==> src/include/mrp_regs.svh <==
/*
 * Register offsets, field positions, reset values and counts of the
 * MII/RMII receive port. Assumes inclusion by bare name from src/.
 */
`ifndef MRP_REGS_SVH
`define MRP_REGS_SVH

// ************************************************************
// Register byte addresses
// ************************************************************
`define MRP_CTRL_ADDR      12'h000
`define MRP_STATUS_ADDR    12'h004
`define MRP_RXDATA_ADDR    12'h008
`define MRP_ERRCNT_ADDR    12'h00c

// ************************************************************
// Fields and reset values
// ************************************************************
`define MRP_CTRL_ENABLE    0
`define MRP_CTRL_SPEED100  1
`define MRP_CTRL_FDX       2
`define MRP_CTRL_RESET     3'h3
`define MRP_ST_COLL        0
`define MRP_ST_OVFL        1
`define MRP_ST_EMPTY       2
`define MRP_ST_RMII        3
`define MRP_ST_DCE         4

// ************************************************************
// Counts
// ************************************************************
`define MRP_RMII_SLOW_DIV  4'h9
`define MRP_HALF_DIV_100   4'h0
`define MRP_HALF_DIV_10    4'h9
`define MRP_FIFO_DEPTH     8
`define MRP_WORD_W         6

`endif

==> src/include/mrp_pkg.sv <==
/*
 * Types of the MII/RMII receive port.
 * Assumes mrp_regs.svh is compiled alongside.
 */
package mrp_pkg;
    typedef enum logic [1:0] {
        MRP_MII_DTE,
        MRP_MII_DCE,
        MRP_RMII
    } mrp_mode_t;
endpackage

==> src/mrp_receive_port.sv <==
/*
 * MII/RMII receive port: pin sampling, DCE clock generation, receive
 * FIFO and APB register slave. Assumes a single 200 MHz system clock
 * much faster than the link clocks, which are sampled as pin inputs.
 */
`timescale 1ns/1ps
`default_nettype none
`include "mrp_regs.svh"

// ************************************************************
// Two-flop synchroniser
// ************************************************************
module mrp_sync #(parameter int W = 1) (
    input  wire logic         clk_in,
    input  wire logic         resetn_in,
    input  wire logic [W-1:0] d_in,
    output var  logic [W-1:0] q_out
);
    logic [W-1:0] meta_reg;
    always_ff @(posedge clk_in) begin
        if (!resetn_in) begin
            meta_reg <= '0;
            q_out    <= '0;
        end else begin
            meta_reg <= d_in;
            q_out    <= meta_reg;
        end
    end
endmodule // mrp_sync

// ************************************************************
// Receive FIFO
// ************************************************************
module mrp_fifo #(parameter int W = 6, parameter int D = 8) (
    input  wire logic         clk_in,
    input  wire logic         resetn_in,
    input  wire logic         in_valid_in,
    output logic              in_ready_out,
    input  wire logic [W-1:0] in_data_in,
    output logic              out_valid_out,
    input  wire logic         out_ready_in,
    output logic [W-1:0]      out_data_out
);
    localparam int AW = $clog2(D);
    logic [W-1:0] mem [D];
    logic [AW-1:0] wr_reg, rd_reg;
    logic [AW:0]   cnt_reg;
    wire           push = in_valid_in && in_ready_out;
    wire           pop  = out_valid_out && out_ready_in;
    assign in_ready_out  = (cnt_reg != (AW+1)'(D));
    assign out_valid_out = (cnt_reg != '0);
    assign out_data_out  = mem[rd_reg];
    always_ff @(posedge clk_in) begin
        if (push) begin
            mem[wr_reg] <= in_data_in;
        end
    end
    always_ff @(posedge clk_in) begin
        if (!resetn_in) begin
            wr_reg  <= '0;
            rd_reg  <= '0;
            cnt_reg <= '0;
        end else begin
            if (push) wr_reg <= wr_reg + 1'b1;
            if (pop)  rd_reg <= rd_reg + 1'b1;
            cnt_reg <= cnt_reg + (AW+1)'(push) - (AW+1)'(pop);
        end
    end
endmodule // mrp_fifo

module mrp_receive_port
    import mrp_pkg::*;
(
    // System
    input  wire logic        sys_clk_in,
    input  wire logic        resetn_in,
    // APB slave
    input  wire logic        psel_in,
    input  wire logic        penable_in,
    input  wire logic        pwrite_in,
    input  wire logic [11:0] paddr_in,
    input  wire logic [31:0] pwdata_in,
    output logic [31:0]      prdata_out,
    output logic             pready_out,
    output logic             pslverr_out,
    // Mode straps
    input  wire logic        reduced_interface_select_in,
    input  wire logic        clock_role_select_in,
    // Link pins
    input  wire logic        ref_clk_in,
    input  wire logic        rx_clk_in,
    output var  logic        rx_clk_out,
    output logic             rx_clk_oe_out,
    input  wire logic        tx_clk_in,
    output logic             tx_clk_out,
    output logic             tx_clk_oe_out,
    input  wire logic [3:0]  rxd_in,
    input  wire logic        rx_dv_in,
    input  wire logic        carrier_in,
    input  wire logic        rx_err_in,
    input  wire logic        collision_input_in,
    // Transmit timing to the transmit path
    output logic             tx_tick_out
);
    // ************************************************************
    // Pin synchronisation
    // ************************************************************
    logic [12:0] pins_s;
    mrp_sync #(.W(13)) u_sync (
        .clk_in    (sys_clk_in),
        .resetn_in (resetn_in),
        .d_in      ({ref_clk_in, rx_clk_in, tx_clk_in, rxd_in, rx_dv_in,
                     carrier_in, rx_err_in, collision_input_in,
                     reduced_interface_select_in, clock_role_select_in}),
        .q_out     (pins_s)
    );
    wire       ref_s  = pins_s[12];
    wire       rxc_s  = pins_s[11];
    wire       txc_s  = pins_s[10];
    wire [3:0] rxd_s  = pins_s[9:6];
    wire       dv_s   = pins_s[5];
    wire       crs_s  = pins_s[4];
    wire       err_s  = pins_s[3];
    wire       col_s  = pins_s[2];
    wire       rmii_s = pins_s[1];
    wire       dce_s  = pins_s[0];

    logic       ref_d_reg, rxc_d_reg, txc_d_reg;
    logic [2:0] ctrl_reg, ctrl_next;
    logic [3:0] div_reg, slow_reg;
    logic       coll_reg, ovfl_reg;
    logic [15:0] errcnt_reg;
    mrp_mode_t  mode;

    wire enable  = ctrl_reg[`MRP_CTRL_ENABLE];
    wire speed100 = ctrl_reg[`MRP_CTRL_SPEED100];
    wire fdx     = ctrl_reg[`MRP_CTRL_FDX];
    assign mode = rmii_s ? MRP_RMII :
                  (dce_s ? MRP_MII_DCE : MRP_MII_DTE);

    // ************************************************************
    // Edges and DCE clock generation
    // ************************************************************
    wire ref_rise = ref_s && !ref_d_reg;
    wire rxc_rise = rxc_s && !rxc_d_reg;
    wire txc_rise = txc_s && !txc_d_reg;
    wire [3:0] half_div = speed100 ? `MRP_HALF_DIV_100 : `MRP_HALF_DIV_10;
    wire div_wrap = ref_rise && (div_reg >= half_div);
    wire gen_rise = div_wrap && !rx_clk_out;
    wire is_dce   = (mode == MRP_MII_DCE);

    always_ff @(posedge sys_clk_in) begin
        if (!resetn_in) begin
            ref_d_reg <= 1'b0;
            rxc_d_reg <= 1'b0;
            txc_d_reg <= 1'b0;
        end else begin
            ref_d_reg <= ref_s;
            rxc_d_reg <= rxc_s;
            txc_d_reg <= txc_s;
        end
    end

    // Half-period divider from the reference clock
    always_ff @(posedge sys_clk_in) begin
        if (!resetn_in || !is_dce) begin
            div_reg    <= 4'h0;
            rx_clk_out <= 1'b0;
        end else if (div_wrap) begin
            div_reg    <= 4'h0;
            rx_clk_out <= !rx_clk_out;
        end else if (ref_rise) begin
            div_reg    <= div_reg + 4'h1;
        end
    end
    assign rx_clk_oe_out = is_dce;
    assign tx_clk_out    = rx_clk_out;
    assign tx_clk_oe_out = is_dce;
    assign tx_tick_out   = is_dce ? gen_rise : txc_rise;

    // ************************************************************
    // Receive sampling
    // ************************************************************
    wire slow_hit = (slow_reg == `MRP_RMII_SLOW_DIV);
    wire rmii_evt = ref_rise && (speed100 || slow_hit);
    wire mii_evt  = is_dce ? gen_rise : rxc_rise;
    wire samp_evt = (mode == MRP_RMII) ? rmii_evt : mii_evt;
    wire data_ok  = (mode == MRP_RMII) ? crs_s : dv_s;
    wire err_ok   = err_s && crs_s;
    wire take     = enable && samp_evt && data_ok;
    wire [5:0] word = {err_ok, (mode == MRP_RMII),
                       (mode == MRP_RMII) ? {2'b00, rxd_s[1:0]} : rxd_s};
    wire fifo_in_rdy;
    wire fifo_out_vld;
    wire [5:0] fifo_out;

    always_ff @(posedge sys_clk_in) begin
        if (!resetn_in || mode != MRP_RMII) begin
            slow_reg <= 4'h0;
        end else if (ref_rise) begin
            slow_reg <= slow_hit ? 4'h0 : slow_reg + 4'h1;
        end
    end

    // ************************************************************
    // APB slave
    // ************************************************************
    wire acc      = psel_in && penable_in;
    wire hit_ctrl = (paddr_in == `MRP_CTRL_ADDR);
    wire hit_st   = (paddr_in == `MRP_STATUS_ADDR);
    wire hit_data = (paddr_in == `MRP_RXDATA_ADDR);
    wire hit_err  = (paddr_in == `MRP_ERRCNT_ADDR);
    wire mapped   = hit_ctrl || hit_st || hit_data || hit_err;
    wire wr_ctrl  = acc && pwrite_in && hit_ctrl;
    wire wr_st    = acc && pwrite_in && hit_st;
    wire wr_err   = acc && pwrite_in && hit_err;
    wire pop      = acc && !pwrite_in && hit_data && fifo_out_vld;
    wire coll_evt = enable && !fdx && col_s && !rmii_s;
    wire ovfl_evt = take && !fifo_in_rdy;
    assign pready_out  = 1'b1;
    assign pslverr_out = acc && !mapped;
    assign ctrl_next   = wr_ctrl ? pwdata_in[2:0] : ctrl_reg;

    mrp_fifo #(.W(`MRP_WORD_W), .D(`MRP_FIFO_DEPTH)) u_fifo (
        .clk_in        (sys_clk_in),
        .resetn_in     (resetn_in),
        .in_valid_in   (take),
        .in_ready_out  (fifo_in_rdy),
        .in_data_in    (word),
        .out_valid_out (fifo_out_vld),
        .out_ready_in  (pop),
        .out_data_out  (fifo_out)
    );

    always_comb begin
        prdata_out = 32'h0;
        if (hit_ctrl) prdata_out = {29'h0, ctrl_reg};
        if (hit_st)   prdata_out = {27'h0, dce_s, rmii_s, !fifo_out_vld,
                                    ovfl_reg, coll_reg};
        if (hit_data) prdata_out = {fifo_out_vld, 25'h0, fifo_out};
        if (hit_err)  prdata_out = {16'h0, errcnt_reg};
    end

    // Sticky flags: write one clears, a new event wins over the clear
    always_ff @(posedge sys_clk_in) begin
        if (!resetn_in) begin
            ctrl_reg   <= `MRP_CTRL_RESET;
            coll_reg   <= 1'b0;
            ovfl_reg   <= 1'b0;
            errcnt_reg <= 16'h0;
        end else begin
            ctrl_reg <= ctrl_next;
            coll_reg <= coll_evt ||
                        (coll_reg && !(wr_st && pwdata_in[`MRP_ST_COLL]));
            ovfl_reg <= ovfl_evt ||
                        (ovfl_reg && !(wr_st && pwdata_in[`MRP_ST_OVFL]));
            if (take && err_ok && errcnt_reg != 16'hffff) begin
                errcnt_reg <= errcnt_reg + 16'h1;
            end else if (wr_err) begin
                errcnt_reg <= 16'h0;
            end
        end
    end
endmodule // mrp_receive_port
`default_nettype wire

==> config.mk <==
export PLATFORM = sky130hd
export DESIGN_NAME = mrp_receive_port
export DESIGN_NICKNAME = d
export VERILOG_FILES = /design/src/include/mrp_pkg.sv /design/src/mrp_receive_port.sv
export VERILOG_INCLUDE_DIRS = /design/src /design/src/include
export SDC_FILE = /design/constraint.sdc
export NUM_CORES = 1
export LEC_CHECK = 0
export BUFFER_PORTS_ARGS = -buffer_cell sky130_fd_sc_hd__buf_2
export CAP_MARGIN = 20
export CORE_ASPECT_RATIO = 1.4
export CORE_MARGIN = 3
export CORE_UTILIZATION = 40
export DETAILED_ROUTE_END_ITERATION = 10
export GPL_TIMING_DRIVEN = 0
export HOLD_SLACK_MARGIN = 0.1
export MAX_ROUTING_LAYER = met4
export PLACE_DENSITY_LB_ADDON = 0.25
export SYNTH_ARGS = -nofsm -noshare
export SYNTH_HDL_FRONTEND = slang
export SYNTH_SLANG_ARGS = --single-unit
==> constraint.sdc <==
create_clock -name sys_clk_in -period 5.8 [get_ports sys_clk_in]
set_input_delay 0.87 -clock sys_clk_in [delete_from_list [all_inputs] [get_ports sys_clk_in]]
set_output_delay 0.87 -clock sys_clk_in [all_outputs]
set_load 0.005 [all_outputs]
==> impl_metrics.csv <==
group,metric,value,unit
status,status,"finished, final reports clean",
sta,setup_viol,0,
global_route,grt_use_total,0.161,
yosys,yosysTopAreaCellShare,0.262,
yosys,synth_common_cells,"dfxtp_1 (72), edfxtp_1 (48), and2_1 (40)",
yosys,synth.distinct_cells,68,
drt,wl_per_cell,15.2,microns
cells_and_area,area_delta_synth_final,20.6,%
place,port_buffers,54,
yosys,post-synth-top-count-cell,"dfxtp_1",
yosys,synth.area.top_cells,"dfxtp_1 (26%), edfxtp_1 (26%), mux4_2 (4.9%)",
critical_path,start_kind,"flop",
drt,drtIter0Drc,160,
floorplanning,io_pins,101,
power,power_density,292,nW/um^2
critical_path,crit_fanout,10,
global_route,grt_pass1_vias,3697,
cts,cts_htree_levels,4,
yosys,seq_area_frac_synth,0.524,
yosys,yosysWarnings,0,
yosys,ys_ff_latch,120,
critical_path,crit_chain,"inv_1 -> ha_1 -> or4b_2 -> nand3_1 -> a221oi_2 -> nand2_1 -> nor3_1",
critical_path,cp_top_family,"simple AND/OR/NAND/NOR gates",
cts,insertion_delay,0.40,ns
drt,wl,11800,microns
critical_path,crit_cells,7,
place,place_hpwl,8700,microns
global_route,overflow,0,
yosys,async_flop_share,0,
global_route,grt_pass1_wl,18500,microns
floorplanning,initial_utilization,0.411,
floorplanning,num_rows,50,
sta,post-route-period-util,0.595,
place,place.gp.congestion,0.867,
cts,cts_setup_buffers,0,
global_route,antenna_found_initial,0,
power,p_leak,2.54,nW
drt,vias,3829,
yosys,synth_flop_cell,"dfxtp_1",
critical_path,crit_type,"reg2reg",
drt,vias_per_cell,4.95,
floorplanning,core,13400,sq um
flow_run,drv_cap,0,
floorplanning,die_area,15200,sq um
critical_path,crit_slowest_cell,"nor3_1",
hold_path,hold-path-cell-count,1,
cts,cts_resized,0,
sta,relSlewSlack,0.245,
yosys,yosys.area.top_type,"dfxtp_1",
cts,hold_buffers,0,
cells_and_area,finalNetCount,653,
critical_path,reg2reg_depth,7,
sta,clock.fmax,0.290,GHz
sta,finalWorstSetupSlack,2.35,ns
cts,cts.path.max_buffers,2,
cts,numCtsBuffers,17,
global_route,grt_max_degree,17,
cts,clkTransAtPathRegs,0.05,ns
critical_path,max_stage_delay,0.97,ns
critical_path,crit_arrival,3.46,ns
cts,cts_sinks,120,
drt,drtAntennaViolNets,0,
yosys,netlist_area,5500,sq um
cells_and_area,antenna_cells,0,
cells_and_area,fill_cells,1270,
floorplanning,fp.dieW,105,microns
sta,finalMaxSlewViolations,0,
drt,drcViolationCount,0,
critical_path,required,5.81,ns
sta,min_period,3.45,ns
power,total_power,1.94,mW
sta,rsz0062_at_grt,"no",
sta,worstMarginPinSlew,1.12,ns
yosys,syn_inst,489,
cells_and_area,largest_reg_flops,48,
sta,hold_viol,0,
cts,clockRootBuffer,"clkbuf_16",
floorplanning,fp.dieH,145,microns
hold_path,hold_path_class,"reg2reg",
cts,cts_tree,"yes",
critical_path,endpoint_kind,"flop",
yosys,synth_edf_count,48,
sta,finalClockSkew,0.0105,ns
sta,setup_tns,0,ns
cells_and_area,final_layout_size_suffix_gt1_frac,0.264,
place,post-place-ws,2.38,ns
yosys,syn_area_per_cell,11.3,sq um
critical_path,worst-path-buf-inv,1,
power,ir_drop,0.000176,V
drt,drtPass1Iterations,4,
-- final timing paths --
check                       from                to  slack (ns)
max                  ctrl_reg[1]  u_fifo.mem[3][4]        2.35
min          u_sync.meta_reg[10]  u_sync.q_out[10]        0.43
max reg2reg          ctrl_reg[1]  u_fifo.mem[3][4]        2.35
min reg2reg  u_sync.meta_reg[10]  u_sync.q_out[10]        0.43
-- kinds of logic (layout without fill, tap and decap cells) --
family / after synthesis / after routing / synth area share
compound gates: 56 / 56 / 0.0851
xor+xnor: 11 / 11 / 0.0175
fa+ha+maj: 13 / 13 / 0.0309
buf+inv: 70 / 158 / 0.0687
flops: 120 / 120 / 0.524
mux: 27 / 27 / 0.0773
other cells: 2 / 16 / 0.00137
simple gates: 190 / 190 / 0.195
-- through the flow --
stage,cells,util,hold WS (ns),instance area (sq um)
after global routing,773,0.496,0.446,6640
final,773,0.496,0.429,6640
after floorplan,503,-,0.410,5550
after global placement,739,0.452,0.416,6050
after detailed placement,740,0.453,0.418,6060
after CTS,772,0.495,0.430,6630
-- layer usage --
layer	GRT usage	share of wire	wire length, microns
met2	0.288	0.53	6240
met5	-	0	0
met4	0.0567	0.020	239
met3	0.0417	0.043	505
met1	0.175	0.41	4800
-- worst register-to-register path, cell delays in order, from the launching register on --
cell	delay, ns
dfxtp_1	0.43
inv_1	0.09
ha_1	0.20
or4b_2	0.21
nand3_1	0.11
a221oi_2	0.71
nand2_1	0.34
nor3_1	0.97
-- cells in the final DEF (no fill, tap or decap), types with 3 or more instances in the layout --
cell	Yosys	layout
edfxtp_1	48	48
xor2_1	4	4
nor2_1	38	38
conb_1	2	16
mux2_2	4	4
buf_6	3	3
a21oi_1	11	11
mux4_2	12	12
dfxtp_1	72	72
clkbuf_8	1	4
nor2b_1	6	6
clkbuf_1	11	14
nor3_1	9	9
o21ai_0	6	6
buf_4	21	21
o221ai_2	6	6
nand4_1	10	10
inv_1	28	28
and4_1	4	4
xnor2_1	7	7
nand3_1	24	24
and2_1	40	40
ha_1	12	12
nand2_1	25	25
buf_2	3	58
mux2i_1	11	11
nand2b_1	6	6
clkinv_2	0	5
clkbuf_16	0	19
and3_1	7	7
nor4_2	2	3
a211oi_1	8	8
o221ai_1	4	4
-- report_power, final --
group / leakage, nW / total [mW] / switching [mW] / internal [mW]
logic: 1.24 / 0.0673 / 0.0358 / 0.0315
clock network: 0.279 / 0.982 / 0.354 / 0.627
registers: 1.02 / 0.890 / 0.00431 / 0.886
total: 2.54 / 1.94 / 0.395 / 1.54
-- layout make-up --
type	count	area, sq um	share of cell area
Tap cell	182	228	0.0343
Inverter	29	109	0.0164
Clock inverter	7	40.0	0.00603
Timing Repair Buffer	56	280	0.0422
Sequential cell	120	2880	0.434
Buffer	41	269	0.0405
Clock buffer	25	528	0.0796
Multi-Input combinational cell	313	2300	0.347
Power figures use the tool's default switching activity.
